===== src/logic/asp_pkg.sv =====
// Constants, types and helpers of the four-mode asynchronous serial port.
// Assumes a single system clock and a byte-wide register port.
package asp_pkg;

  localparam logic [7:0] ADDR_CTRL = 8'h98;
  localparam logic [7:0] ADDR_DATA = 8'h99;
  localparam logic [7:0] ADDR_DIVL = 8'h9a;
  localparam logic [7:0] ADDR_DIVH = 8'h9b;

  localparam logic [7:0] DIVL_RST = 8'h9b;
  localparam logic [3:0] DIVH_RST = 4'h0;
  localparam logic [7:0] ZERO_BYTE = 8'h00;

  // Last tick index of a bit and the tick at its centre.
  localparam logic [3:0] TICK_LAST_1X = 4'hf;
  localparam logic [3:0] TICK_HALF_1X = 4'h7;
  localparam logic [3:0] TICK_LAST_2X = 4'h7;
  localparam logic [3:0] TICK_HALF_2X = 4'h3;

  localparam logic [3:0] DATA_BITS_8 = 4'h8;
  localparam logic [3:0] DATA_BITS_9 = 4'h9;
  localparam logic [3:0] BIT_FIRST = 4'h0;
  localparam logic [3:0] BIT_STEP = 4'h1;
  localparam logic [11:0] DIV_STEP = 12'h001;

  typedef enum logic [1:0] {
    ASP_MODE0 = 2'b00,
    ASP_MODE1 = 2'b01,
    ASP_MODE2 = 2'b10,
    ASP_MODE3 = 2'b11
  } asp_mode_e;

  typedef enum logic [1:0] {
    ASP_IDLE = 2'b00,
    ASP_START = 2'b01,
    ASP_DATA = 2'b11,
    ASP_STOP = 2'b10
  } asp_state_e;

  typedef struct packed {
    asp_mode_e mode;
    logic multi_station_select;
    logic rx_enable;
    logic tx_ninth_bit;
    logic rx_ninth_bit;
    logic tx_done_flag;
    logic rx_done_flag;
  } asp_ctrl_s;

  typedef struct packed {
    logic rate_double;
    logic reserved;
    logic receive_line_invert;
    logic transmit_line_invert;
    logic [3:0] div_high;
  } asp_rate_hi_s;

  typedef struct packed {
    logic [7:0] addr;
    logic [7:0] wdata;
    logic wr;
    logic rd;
  } asp_bus_s;

  function automatic logic [3:0] asp_tick_last(input logic dbl);
    asp_tick_last = dbl ? TICK_LAST_2X : TICK_LAST_1X;
  endfunction : asp_tick_last

  function automatic logic [3:0] asp_tick_half(input logic dbl);
    asp_tick_half = dbl ? TICK_HALF_2X : TICK_HALF_1X;
  endfunction : asp_tick_half

  // Modes 2 and 3 carry nine data bits.
  function automatic logic asp_nine(input asp_mode_e m);
    asp_nine = (m == ASP_MODE2) || (m == ASP_MODE3);
  endfunction : asp_nine

  // Modes 1 and 3 use two pins; modes 0 and 2 share the receive pin.
  function automatic logic asp_two_pin(input asp_mode_e m);
    asp_two_pin = (m == ASP_MODE1) || (m == ASP_MODE3);
  endfunction : asp_two_pin

endpackage : asp_pkg


===== src/logic/asp_serial_port.sv =====
// Four-mode asynchronous serial port with byte-wide register port.
// Assumes software drives single-cycle strobes and that rxd_in comes
// from a pin outside the clock domain.
`timescale 1ns/100ps
`default_nettype none

module asp_serial_port (
  input wire logic clk,
  input wire logic rst,
  input wire asp_pkg::asp_bus_s bus_req,
  output logic [7:0] bus_rdata,
  input wire logic rxd_in,
  output logic rxd_out,
  output logic rxd_oe,
  output logic txd,
  output logic tx_done,
  output logic rx_done
);

  asp_pkg::asp_ctrl_s ctrl_q;
  asp_pkg::asp_rate_hi_s rate_hi_q;
  logic [7:0] div_low_q;
  logic [7:0] tx_buf_q;
  logic [7:0] rx_buf_q;
  logic tx_pending_q;
  logic [7:0] rdata_q;

  logic [11:0] div_cnt_q;
  logic tick;

  logic sync1_q;
  logic sync2_q;
  logic sync3_q;
  logic line_q;
  logic rx_line;
  logic rx_prev_q;

  asp_pkg::asp_state_e tx_state_q;
  logic [3:0] tx_tick_q;
  logic [3:0] tx_bit_q;
  logic [8:0] tx_shift_q;
  logic tx_end;
  logic tx_level;
  logic txd_q;
  logic rxd_out_q;
  logic rxd_oe_q;

  asp_pkg::asp_state_e rx_state_q;
  logic [3:0] rx_tick_q;
  logic [3:0] rx_bit_q;
  logic [8:0] rx_shift_q;
  logic rx_end;
  logic rx_accept;

  logic wr_ctrl;
  logic wr_data;
  logic nine;
  logic two_pin;
  logic [3:0] nbits;
  logic [3:0] tick_last;
  logic [3:0] tick_half;
  asp_pkg::asp_ctrl_s wr_ctrl_val;

  assign wr_ctrl = bus_req.wr && (bus_req.addr == asp_pkg::ADDR_CTRL);
  assign wr_data = bus_req.wr && (bus_req.addr == asp_pkg::ADDR_DATA);
  assign wr_ctrl_val = asp_pkg::asp_ctrl_s'(bus_req.wdata);
  assign nine = asp_pkg::asp_nine(ctrl_q.mode);
  assign two_pin = asp_pkg::asp_two_pin(ctrl_q.mode);
  assign nbits = nine ? asp_pkg::DATA_BITS_9 : asp_pkg::DATA_BITS_8;
  assign tick_last = asp_pkg::asp_tick_last(rate_hi_q.rate_double);
  assign tick_half = asp_pkg::asp_tick_half(rate_hi_q.rate_double);

  // Register writes; hardware events win over a software clear.
  always_ff @(posedge clk or posedge rst) begin
    if (rst) begin
      ctrl_q <= asp_pkg::asp_ctrl_s'(asp_pkg::ZERO_BYTE);
    end else begin
      if (wr_ctrl) begin
        ctrl_q <= wr_ctrl_val;
      end
      if (tx_end) begin
        ctrl_q.tx_done_flag <= 1'b1;
      end
      if (rx_end) begin
        if (nine) begin
          ctrl_q.rx_ninth_bit <= rx_shift_q[8];
        end
        if (rx_accept) begin
          ctrl_q.rx_done_flag <= 1'b1;
        end
      end
    end
  end

  always_ff @(posedge clk or posedge rst) begin
    if (rst) begin
      div_low_q <= asp_pkg::DIVL_RST;
      rate_hi_q <= asp_pkg::asp_rate_hi_s'({4'h0, asp_pkg::DIVH_RST});
    end else if (bus_req.wr && bus_req.addr == asp_pkg::ADDR_DIVL) begin
      div_low_q <= bus_req.wdata;
    end else if (bus_req.wr && bus_req.addr == asp_pkg::ADDR_DIVH) begin
      rate_hi_q <= asp_pkg::asp_rate_hi_s'(bus_req.wdata);
      rate_hi_q.reserved <= 1'b0;
    end
  end

  // Transmit buffer is write-only; a write queues one frame.
  always_ff @(posedge clk or posedge rst) begin
    if (rst) begin
      tx_buf_q <= asp_pkg::ZERO_BYTE;
      tx_pending_q <= 1'b0;
    end else begin
      if (wr_data) begin
        tx_buf_q <= bus_req.wdata;
        tx_pending_q <= 1'b1;
      end else if (tx_state_q == asp_pkg::ASP_IDLE) begin
        tx_pending_q <= 1'b0;
      end
    end
  end

  // Read data stand for the one cycle after the strobe.
  always_ff @(posedge clk or posedge rst) begin
    if (rst) begin
      rdata_q <= asp_pkg::ZERO_BYTE;
    end else if (bus_req.rd) begin
      case (bus_req.addr)
        asp_pkg::ADDR_CTRL: begin
          rdata_q <= ctrl_q;
        end
        asp_pkg::ADDR_DATA: begin
          rdata_q <= rx_buf_q;
        end
        asp_pkg::ADDR_DIVL: begin
          rdata_q <= div_low_q;
        end
        asp_pkg::ADDR_DIVH: begin
          rdata_q <= rate_hi_q;
        end
        default: begin
          rdata_q <= asp_pkg::ZERO_BYTE;
        end
      endcase
    end else begin
      rdata_q <= asp_pkg::ZERO_BYTE;
    end
  end

  // One oversampling tick every divisor plus one clocks.
  always_ff @(posedge clk or posedge rst) begin
    if (rst) begin
      div_cnt_q <= 12'h000;
    end else if (div_cnt_q >= {rate_hi_q.div_high, div_low_q}) begin
      div_cnt_q <= 12'h000;
    end else begin
      div_cnt_q <= div_cnt_q + asp_pkg::DIV_STEP;
    end
  end

  assign tick = (div_cnt_q >= {rate_hi_q.div_high, div_low_q});

  // Three-stage pin sampler; the line moves only when the last two stages agree.
  always_ff @(posedge clk or posedge rst) begin
    if (rst) begin
      sync1_q <= 1'b1;
      sync2_q <= 1'b1;
      sync3_q <= 1'b1;
      line_q <= 1'b1;
      rx_prev_q <= 1'b1;
    end else begin
      sync1_q <= rxd_in;
      sync2_q <= sync1_q;
      sync3_q <= sync2_q;
      if (sync2_q == sync3_q) begin
        line_q <= sync3_q;
      end
      rx_prev_q <= rx_line;
    end
  end

  assign rx_line = line_q ^ (rate_hi_q.receive_line_invert && two_pin);

  // Transmitter: start, data LSB first, stop.
  assign tx_end = (tx_state_q == asp_pkg::ASP_STOP) && tick &&
                  (tx_tick_q == tick_last);

  always_ff @(posedge clk or posedge rst) begin
    if (rst) begin
      tx_state_q <= asp_pkg::ASP_IDLE;
      tx_tick_q <= asp_pkg::BIT_FIRST;
      tx_bit_q <= asp_pkg::BIT_FIRST;
      tx_shift_q <= 9'h1ff;
    end else begin
      case (tx_state_q)
        asp_pkg::ASP_IDLE: begin
          tx_tick_q <= asp_pkg::BIT_FIRST;
          tx_bit_q <= asp_pkg::BIT_FIRST;
          if (tx_pending_q) begin
            tx_shift_q <= {ctrl_q.tx_ninth_bit, tx_buf_q};
            tx_state_q <= asp_pkg::ASP_START;
          end
        end
        asp_pkg::ASP_START: begin
          if (tick) begin
            tx_tick_q <= tx_tick_q + asp_pkg::BIT_STEP;
            if (tx_tick_q == tick_last) begin
              tx_tick_q <= asp_pkg::BIT_FIRST;
              tx_state_q <= asp_pkg::ASP_DATA;
            end
          end
        end
        asp_pkg::ASP_DATA: begin
          if (tick) begin
            tx_tick_q <= tx_tick_q + asp_pkg::BIT_STEP;
            if (tx_tick_q == tick_last) begin
              tx_tick_q <= asp_pkg::BIT_FIRST;
              tx_shift_q <= {1'b1, tx_shift_q[8:1]};
              tx_bit_q <= tx_bit_q + asp_pkg::BIT_STEP;
              if (tx_bit_q == nbits - asp_pkg::BIT_STEP) begin
                tx_state_q <= asp_pkg::ASP_STOP;
              end
            end
          end
        end
        asp_pkg::ASP_STOP: begin
          if (tick) begin
            tx_tick_q <= tx_tick_q + asp_pkg::BIT_STEP;
            if (tx_tick_q == tick_last) begin
              tx_state_q <= asp_pkg::ASP_IDLE;
            end
          end
        end
        default: begin
          tx_state_q <= asp_pkg::ASP_IDLE;
        end
      endcase
    end
  end

  always_comb begin
    case (tx_state_q)
      asp_pkg::ASP_START: begin
        tx_level = 1'b0;
      end
      asp_pkg::ASP_DATA: begin
        tx_level = tx_shift_q[0];
      end
      default: begin
        tx_level = 1'b1;
      end
    endcase
  end

  // Pin drivers; single-wire modes drive the receive pin only in a frame.
  always_ff @(posedge clk or posedge rst) begin
    if (rst) begin
      txd_q <= 1'b1;
      rxd_out_q <= 1'b1;
      rxd_oe_q <= 1'b0;
    end else if (two_pin) begin
      txd_q <= tx_level ^ rate_hi_q.transmit_line_invert;
      rxd_out_q <= 1'b1;
      rxd_oe_q <= 1'b0;
    end else begin
      txd_q <= 1'b1;
      rxd_out_q <= tx_level;
      rxd_oe_q <= (tx_state_q != asp_pkg::ASP_IDLE);
    end
  end

  // Receiver: own echo is ignored while a single-wire frame goes out.
  assign rx_end = (rx_state_q == asp_pkg::ASP_STOP) && tick &&
                  (rx_tick_q == tick_last);
  assign rx_accept = !(nine && ctrl_q.multi_station_select) ||
                     rx_shift_q[8];

  always_ff @(posedge clk or posedge rst) begin
    if (rst) begin
      rx_state_q <= asp_pkg::ASP_IDLE;
      rx_tick_q <= asp_pkg::BIT_FIRST;
      rx_bit_q <= asp_pkg::BIT_FIRST;
      rx_shift_q <= 9'h000;
    end else begin
      case (rx_state_q)
        asp_pkg::ASP_IDLE: begin
          rx_tick_q <= asp_pkg::BIT_FIRST;
          rx_bit_q <= asp_pkg::BIT_FIRST;
          if (ctrl_q.rx_enable && rx_prev_q && !rx_line &&
              (two_pin || tx_state_q == asp_pkg::ASP_IDLE)) begin
            rx_state_q <= asp_pkg::ASP_START;
          end
        end
        asp_pkg::ASP_START: begin
          if (tick) begin
            rx_tick_q <= rx_tick_q + asp_pkg::BIT_STEP;
            if (rx_tick_q == tick_half) begin
              rx_tick_q <= asp_pkg::BIT_FIRST;
              if (rx_line) begin
                rx_state_q <= asp_pkg::ASP_IDLE;
              end else begin
                rx_state_q <= asp_pkg::ASP_DATA;
              end
            end
          end
        end
        asp_pkg::ASP_DATA: begin
          if (tick) begin
            rx_tick_q <= rx_tick_q + asp_pkg::BIT_STEP;
            if (rx_tick_q == tick_last) begin
              rx_tick_q <= asp_pkg::BIT_FIRST;
              if (nine) begin
                rx_shift_q <= {rx_line, rx_shift_q[8:1]};
              end else begin
                rx_shift_q <= {1'b0, rx_line, rx_shift_q[7:1]};
              end
              rx_bit_q <= rx_bit_q + asp_pkg::BIT_STEP;
              if (rx_bit_q == nbits - asp_pkg::BIT_STEP) begin
                rx_state_q <= asp_pkg::ASP_STOP;
              end
            end
          end
        end
        asp_pkg::ASP_STOP: begin
          if (tick) begin
            rx_tick_q <= rx_tick_q + asp_pkg::BIT_STEP;
            if (rx_tick_q == tick_last) begin
              rx_state_q <= asp_pkg::ASP_IDLE;
            end
          end
        end
        default: begin
          rx_state_q <= asp_pkg::ASP_IDLE;
        end
      endcase
    end
  end

  // Receive buffer is read-only from software and loads at stop centre.
  always_ff @(posedge clk or posedge rst) begin
    if (rst) begin
      rx_buf_q <= asp_pkg::ZERO_BYTE;
    end else if (rx_end && rx_accept) begin
      rx_buf_q <= rx_shift_q[7:0];
    end
  end

  assign bus_rdata = rdata_q;
  assign rxd_out = rxd_out_q;
  assign rxd_oe = rxd_oe_q;
  assign txd = txd_q;
  assign tx_done = ctrl_q.tx_done_flag;
  assign rx_done = ctrl_q.rx_done_flag;

endmodule : asp_serial_port

`default_nettype wire


===== config.mk =====
export PLATFORM = sky130hd
export DESIGN_NAME = asp_serial_port
export DESIGN_NICKNAME = d
export VERILOG_FILES = /design/src/logic/asp_pkg.sv /design/src/logic/asp_serial_port.sv
export SDC_FILE = /design/constraint.sdc
export NUM_CORES = 1
export LEC_CHECK = 0
export BUFFER_PORTS_ARGS = -buffer_cell sky130_fd_sc_hd__buf_2
export CAP_MARGIN = 40
export CELL_PAD_IN_SITES_DETAIL_PLACEMENT = 0
export CELL_PAD_IN_SITES_GLOBAL_PLACEMENT = 1
export CORE_UTILIZATION = 44
export CTS_CLUSTER_SIZE = 24
export DETAILED_ROUTE_END_ITERATION = 6
export GPL_TIMING_DRIVEN = 0
export PLACE_DENSITY_LB_ADDON = 0.3
export SLEW_MARGIN = 30
export SYNTH_ARGS = -nofsm -noshare
export SYNTH_HDL_FRONTEND = slang
export SYNTH_SLANG_ARGS = --single-unit

===== constraint.sdc =====
create_clock -name clk -period 3.37 [get_ports clk]
set_clock_uncertainty 0.2 [all_clocks]
set_input_delay 0.674 -clock clk [delete_from_list [all_inputs] [get_ports clk]]
set_output_delay 0.674 -clock clk [all_outputs]
set_load 0.1 [all_outputs]

Word level (Yosys, flattened, before mapping)
Index checks and enable logic that the tools add are counted.

word-level totals
  bits in registers = 106
  bits of input ports = 21
  output and inout bits = 13

cells by class
  $add $sub $neg = 6
  $lt $le $gt $ge = 1
  eq/ne operators = 36
  multiplexer cells = 58
  bitwise logic cells = 3
  reductions and logical operators = 37

operator list
  kind                   count
  $mux 4                 13
  $mux 9                 4
  $mux 2                 17
  $eq 8x8->1 const B     4
  $pmux 8 s4             1
  $ne 2x2->1 const B     14
  $pmux 9 s2             1
  $add 4x1->4 const B    4
  $eq 4x4->1             4
  $pmux 2 s4             2
  $pmux 4 s2             2
  $pmux 4 s4             1
  $reduce_and 8->1       2
  $logic_and 1x1->1      14
  $add 12x1->12 const B  1
  $eq 2x2->1 const B     6
  $ge 12x12->1           1
  $mux 12                1
  $pmux 4 s3             1
  $reduce_and 3->1       4
  $mux 1                 11
  $reduce_bool 2->1      5
  $mux 8                 1
  $eq 2x1->1 const B     3
  14 further kinds       24

Depth between registers and ports, before layout
  word-level depth = 9
  depth in mapped cells = 10
  depth with buffers taken out = 8

Worst setup path before layout
Ideal clock, no wire load.

  kind = input to register
  start = input port bus_req[16] (netlist name)
  end = register ctrl_q[2] (netlist name)
  data arrival time = 2.173 ns
  data required time = 3.045 ns
  setup slack = 0.872 ns
  stages = 6
  path buffers = 0
  cells stage by stage = nand4bb_1 nor3b_2 nand2_1 nor3_4 mux2_2 mux2_4

on the way
  cells in the longest elaborated chain, start to end = 5

RTL lines
  item                   RTL line               RTL
  start, declared        asp_serial_port.sv:10  input wire asp_pkg::asp_bus_s bus_req,
  $eq 8x8->1 (*)         asp_serial_port.sv:64  assign wr_ctrl = bus_req.wr && (bus_req.addr == asp_pkg::ADDR_CTRL);
  $logic_and 1x1->1 (*)  asp_serial_port.sv:64
  $mux 3 (*)             asp_serial_port.sv:78  if (wr_ctrl) begin
  $mux 1                 asp_serial_port.sv:85  if (nine) begin
  $mux 1 (*)             asp_serial_port.sv:84  if (rx_end) begin
  end signal, assigned   asp_serial_port.sv:76  ctrl_q <= asp_pkg::asp_ctrl_s'(asp_pkg::ZERO_BYTE);
  end signal, assigned   asp_serial_port.sv:79  ctrl_q <= wr_ctrl_val;
  end, declared          asp_serial_port.sv:20  asp_pkg::asp_ctrl_s ctrl_q;

Every way passes the cells marked *; elsewhere a longest branch is shown, timed or not. The select of a mux whose other input is x is not followed.
A chain may end at the register's enable or synchronous reset.

Worst setup path after layout
  start = register div_low_q[7]
  end = register rx_buf_q[3]

on the way
  cells in the longest elaborated chain, start to end = 4

RTL lines
  item                             RTL line                RTL
  start, declared                  asp_serial_port.sv:22   logic [7:0] div_low_q;
  start signal, assigned           asp_serial_port.sv:97   div_low_q <= asp_pkg::DIVL_RST;
  start signal, assigned           asp_serial_port.sv:100  div_low_q <= bus_req.wdata;
  $ge 12x12->1                     asp_serial_port.sv:160  assign tick = (div_cnt_q >= {rate_hi_q.div_high, div_low_q});
  $logic_and 1x1->1 (2 in series)  asp_serial_port.sv:272  assign rx_end = (rx_state_q == asp_pkg::ASP_STOP) && tick &&
  $logic_and 1x1->1                asp_serial_port.sv:342  end else if (rx_end && rx_accept) begin
  end signal, assigned             asp_serial_port.sv:341  rx_buf_q <= asp_pkg::ZERO_BYTE;
  end signal, assigned             asp_serial_port.sv:343  rx_buf_q <= rx_shift_q[7:0];
  end, declared                    asp_serial_port.sv:24   logic [7:0] rx_buf_q;

No other way between the ends.

==> impl_summary.md <==
Worst hold path
The path class of the tightest hold or removal check is in -> async.

STA
The number of hold-slack violations in the final timing report was 0. For the pin with the worst max-slew slack, the measured transition is around 790 ps. In this run the tightest slew margin relative to its limit is between 40% and 50%.

The top achievable clock speed is around 320 MHz. The final cycle utilization of the critical path is between 90 and 100%. The number of max-slew violations in the final report was 0. The post-layout minimum cycle time is 3090 ps. Setup repair after global routing left no endpoint under its margin. Setup violations remaining at the end of the flow were counted as 0.

Adding up every negative setup slack in the final design gives 0 ps. The final critical-path setup slack is between 200 and 300 ps.

Power
The overall power consumption is between 3000 and 4000 uW. The analysis attributes to cell leakage a power of 0.00269 uW. IR analysis of the VDD net gives a maximum drop of 0.000341 V. For this design the ratio of total power to cell area is ~580 mW/mm^2.

Die
The effective utilization at floorplan is between 40% and 50%. The vertical die dimension is between 100 and 150 um. The number of ports placed on the die boundary is 34. The width of the chip is ~110 um. The number of rows in the core area is 39. The die covers around 0.012 sq mm.

The standard cell core area is about 0.011 sq mm.

Clock tree
Once the clock tree was built, the setup fixing pass inserted 0 buffers. The CTS tree is built. The number of levels in the clock H-tree is 3. The hold-fix buffer count after cts is 0. After clock tree synthesis, the clock-pin slew on the worst setup and hold paths is 70 ps. At the later pin of the worst-skew pair, clock insertion delay measures 350 ps.

The number of gates resized after CTS is 0. The number of CTS-inserted buffers is 9. Clock tree synthesis selected as its root buffer the cell sky130_fd_sc_hd__clkbuf_16.

Counting every sink on the clock net gives roughly 110. The maximum buffer depth of the clock tree is 2.

Placement
The final weighted congestion in routability-driven placement is around 0.79. Buffers placed on the I/O ports in this run total 33. The total placed instance area is 0.00558 sq mm.

Timing analysis after detailed placement gives a worst setup slack of 351 ps. The HPWL reported at the end of detailed placement is approximately 8100 um.

Logic synthesis
The net count after synthesis is a little under 500. The average instance in the mapped netlist occupies 11.3 sq um. After synthesis the cells add up to around 0.005 sq mm. Summed over its instances, the top area cell type makes up 41.5% of the synthesized netlist area. The count of yosys warnings during synthesis is 0. The part of the Yosys area used for sequential elements is approximately 52%. The count of distinct cell types in the synthesized netlist is between 50 and 60.

Counting flops with an async set or reset pin after synthesis yields a share of 100%. In this run, synthesis produced a sequential element count of 106. The most used flip-flop cell after synthesis is sky130_fd_sc_hd__dfrtp_1.

By area the synthesized netlist is led by sky130_fd_sc_hd__dfrtp_1 (41%), sky130_fd_sc_hd__dfstp_2 (11%), sky130_fd_sc_hd__mux2_2 (9.7%). The number of instances in the synthesized netlist is approximately 450. The synthesized design contains 0 enable-type register cells. The biggest area consumer among synthesized cells is sky130_fd_sc_hd__dfrtp_1.

Job
The number of maximum-capacitance constraint violations is 0.

Run status
The run finished with clean final reports.

Finish
The antenna diode instance count is 0. Cells with a size suffix above 1 make up between 20% and 30% of the layout. The area growth from synthesis to layout is 14.4%. The final net count is 540.

Summing all non-filler instances in the final layout gives an area of approximately 0.0059 sq mm.

Setup path
Counting cells, the worst reg-to-reg path comes to 8. For flop-to-flop paths, the worst setup slack is 280 ps. The worst setup path is of the reg -> reg kind. The required time at the worst-slack endpoint is 3400 ps. The critical path arrival is between 3000 and 4000 ps.

The terminus of the critical flop-to-flop path is rx_buf_q[3]$_DFFE_PP0P_. The worst setup path is launched from a flop. The launching point of the worst reg2reg path is div_low_q[7]$_DFFE_PP1P_.

In this run the worst path has a maximum fanout of 9. The worst setup path is captured at a flop.

Global route
Across every metal layer, demand over resource in global routing totals between 10% and 20%. The first global-routing pass estimated roughly 18000 um of wire. The number of global-route vias before repair came to between 3000 and 4000.

The largest net degree at the start of global routing is 28. The initial antenna violation count is 0. The total global routing overflow is 0.

Drt
The average wire length per cell after detail routing is approximately 17 um. Using the TritonRoute via totals, the vias-per-cell ratio works out to 5.54. The number of remaining DRC errors is 0. For this block, the routed nets add up to roughly 11000 um of wire. The violation count after the first detailed-route iteration is between 200 and 250.

The number of detailed-route iterations in the first pass is 5. The total via count in the routed design is roughly 3600. The number of routed nets with antenna violations is 0.
## per-stage QoR
stage	cells	hold WS, ps	util (%)
2_1_floorplan	454	145	-
3_3_place_gp	630	146	48.2
3_5_place_dp	634	147	49.1
4_1_cts	650	114	51.6
5_1_grt	650	150	51.6
6_report	650	110	51.6
## flip-flops by register name (all words and copies together), names as in the netlist, 2 cells and up
register,count
rx_shift_q,9
tx_tick_q,4
rx_tick_q,4
rate_hi_q,7
tx_buf_q,8
tx_state_q,2
ctrl_q,6
bus_rdata,8
div_low_q,8
rx_bit_q,4
tx_shift_q,9
div_cnt_q,12
rx_state_q,2
rx_buf_q,8
tx_bit_q,4
## cells in the mapped netlist (2+ instances only)
master and instances:
sky130_fd_sc_hd__o31ai_1 3, sky130_fd_sc_hd__buf_4 2, sky130_fd_sc_hd__buf_2 9, sky130_fd_sc_hd__a21oi_1 31, sky130_fd_sc_hd__buf_6 3, sky130_fd_sc_hd__or2_2 2
sky130_fd_sc_hd__a311oi_1 2, sky130_fd_sc_hd__and4_1 2, sky130_fd_sc_hd__buf_1 2, sky130_fd_sc_hd__a22o_1 2, sky130_fd_sc_hd__nand4_1 3, sky130_fd_sc_hd__nand3b_1 4
sky130_fd_sc_hd__a21o_1 2, sky130_fd_sc_hd__nor2_1 36, sky130_fd_sc_hd__nand3_1 23, sky130_fd_sc_hd__nand2b_1 2, sky130_fd_sc_hd__clkbuf_1 7, sky130_fd_sc_hd__xor2_1 8
sky130_fd_sc_hd__mux2_2 44, sky130_fd_sc_hd__dfstp_2 21, sky130_fd_sc_hd__o21ai_0 15, sky130_fd_sc_hd__nand4b_1 3, sky130_fd_sc_hd__nor3_1 5, sky130_fd_sc_hd__a221oi_1 6
sky130_fd_sc_hd__dfrtp_1 85, sky130_fd_sc_hd__ha_1 17, sky130_fd_sc_hd__o22ai_1 11, sky130_fd_sc_hd__or3_1 3, sky130_fd_sc_hd__a211o_1 2, sky130_fd_sc_hd__o211ai_1 3
sky130_fd_sc_hd__xnor2_1 8, sky130_fd_sc_hd__nand2_1 24, sky130_fd_sc_hd__inv_1 21, sky130_fd_sc_hd__o21a_1 2, sky130_fd_sc_hd__and3_1 8, sky130_fd_sc_hd__mux2i_1 10
## area by class of cell
cell class | count | area [sq um]
fill | 1042 | 5500
sequential | 106 | 2680
multi-input combinational | 304 | 2250
timing repair buffer | 37 | 268
clock buffer | 12 | 236
tap | 143 | 179
buffer | 23 | 128
inverter | 21 | 82.6
clock inverter | 4 | 52.6
## critical path, cell delays in order (launching register included)
cell                      delay (ps)
sky130_fd_sc_hd__dfstp_2         570
sky130_fd_sc_hd__inv_1            50
sky130_fd_sc_hd__ha_1            320
sky130_fd_sc_hd__a21oi_1         160
sky130_fd_sc_hd__o21ai_0         130
sky130_fd_sc_hd__a21oi_1         660
sky130_fd_sc_hd__a21oi_1         230
sky130_fd_sc_hd__nand4_2         280
sky130_fd_sc_hd__mux2_2          380
## cells by family after synthesis
kind of cell / Yosys count / share of synthesized area (%)
AOI/OAI and AO/OA: 87 / 11.2
xor gates and xnor gates: 16 / 2.73
adders and majority gates: 18 / 4.34
buffers and inverters: 44 / 4.02
DFF: 106 / 52.2
muxes: 57 / 12.6
and+or+nand+nor: 126 / 13.0
## metal layers
layer | vias up | global-route usage, % | share of wire (%)
li1 | 1720 | - | -
met2 | 87 | 33.3 | 49
met4 | 0 | 7.81 | 1.8
met1 | 1777 | 25.9 | 46
met5 | - | 0 | 0
met3 | 14 | 3.06 | 3.6
## cell usage in the layout (no fill, tap or decap), types with 3 or more instances in the layout
master | netlist | layout
sky130_fd_sc_hd__a21oi_1 | 31 | 31
sky130_fd_sc_hd__a221oi_1 | 6 | 6
sky130_fd_sc_hd__and3_1 | 8 | 8
sky130_fd_sc_hd__buf_16 | 0 | 3
sky130_fd_sc_hd__buf_2 | 9 | 42
sky130_fd_sc_hd__buf_6 | 3 | 3
sky130_fd_sc_hd__clkbuf_1 | 7 | 10
sky130_fd_sc_hd__clkbuf_16 | 0 | 9
sky130_fd_sc_hd__clkinvlp_4 | 0 | 4
sky130_fd_sc_hd__dfrtp_1 | 85 | 85
sky130_fd_sc_hd__dfstp_2 | 21 | 21
sky130_fd_sc_hd__ha_1 | 17 | 17
sky130_fd_sc_hd__inv_1 | 21 | 20
sky130_fd_sc_hd__mux2_2 | 44 | 44
sky130_fd_sc_hd__mux2i_1 | 10 | 10
sky130_fd_sc_hd__nand2_1 | 24 | 24
sky130_fd_sc_hd__nand3_1 | 23 | 23
sky130_fd_sc_hd__nand3b_1 | 4 | 4
sky130_fd_sc_hd__nand4_1 | 3 | 3
sky130_fd_sc_hd__nand4b_1 | 3 | 3
sky130_fd_sc_hd__nor2_1 | 36 | 36
sky130_fd_sc_hd__nor3_1 | 5 | 5
sky130_fd_sc_hd__o211ai_1 | 3 | 3
sky130_fd_sc_hd__o21ai_0 | 15 | 15
sky130_fd_sc_hd__o22ai_1 | 11 | 11
sky130_fd_sc_hd__o31ai_1 | 3 | 3
sky130_fd_sc_hd__or3_1 | 3 | 3
sky130_fd_sc_hd__xnor2_1 | 8 | 8
sky130_fd_sc_hd__xor2_1 | 8 | 8
## where the power goes
group | switching (uW) | internal, uW | total, uW
Combinational | 542 | 291 | 833
Clock | 464 | 577 | 1040
Sequential | 96.2 | 1440 | 1530
Total | 1100 | 2310 | 3410
## worst max path at each step
stage,cells past startpoint,startpoint,slack [ps],endpoint
finish,8,div_low_q[7]$_DFFE_PP1P_,280,rx_buf_q[3]$_DFFE_PP0P_
floorplan,6,bus_req[16],870,ctrl_q[2]$_DFF_PP0_
global route,8,div_low_q[7]$_DFFE_PP1P_,210,rx_buf_q[3]$_DFFE_PP0P_
CTS,8,div_low_q[7]$_DFFE_PP1P_,350,rx_buf_q[6]$_DFFE_PP0P_
detailed placement,8,div_low_q[7]$_DFFE_PP1P_,350,rx_buf_q[6]$_DFFE_PP0P_
global placement,8,div_low_q[7]$_DFFE_PP1P_,430,tx_state_q[1]$_DFFE_PP0P_
No activity file was read; power rests on OpenSTA's default activity.
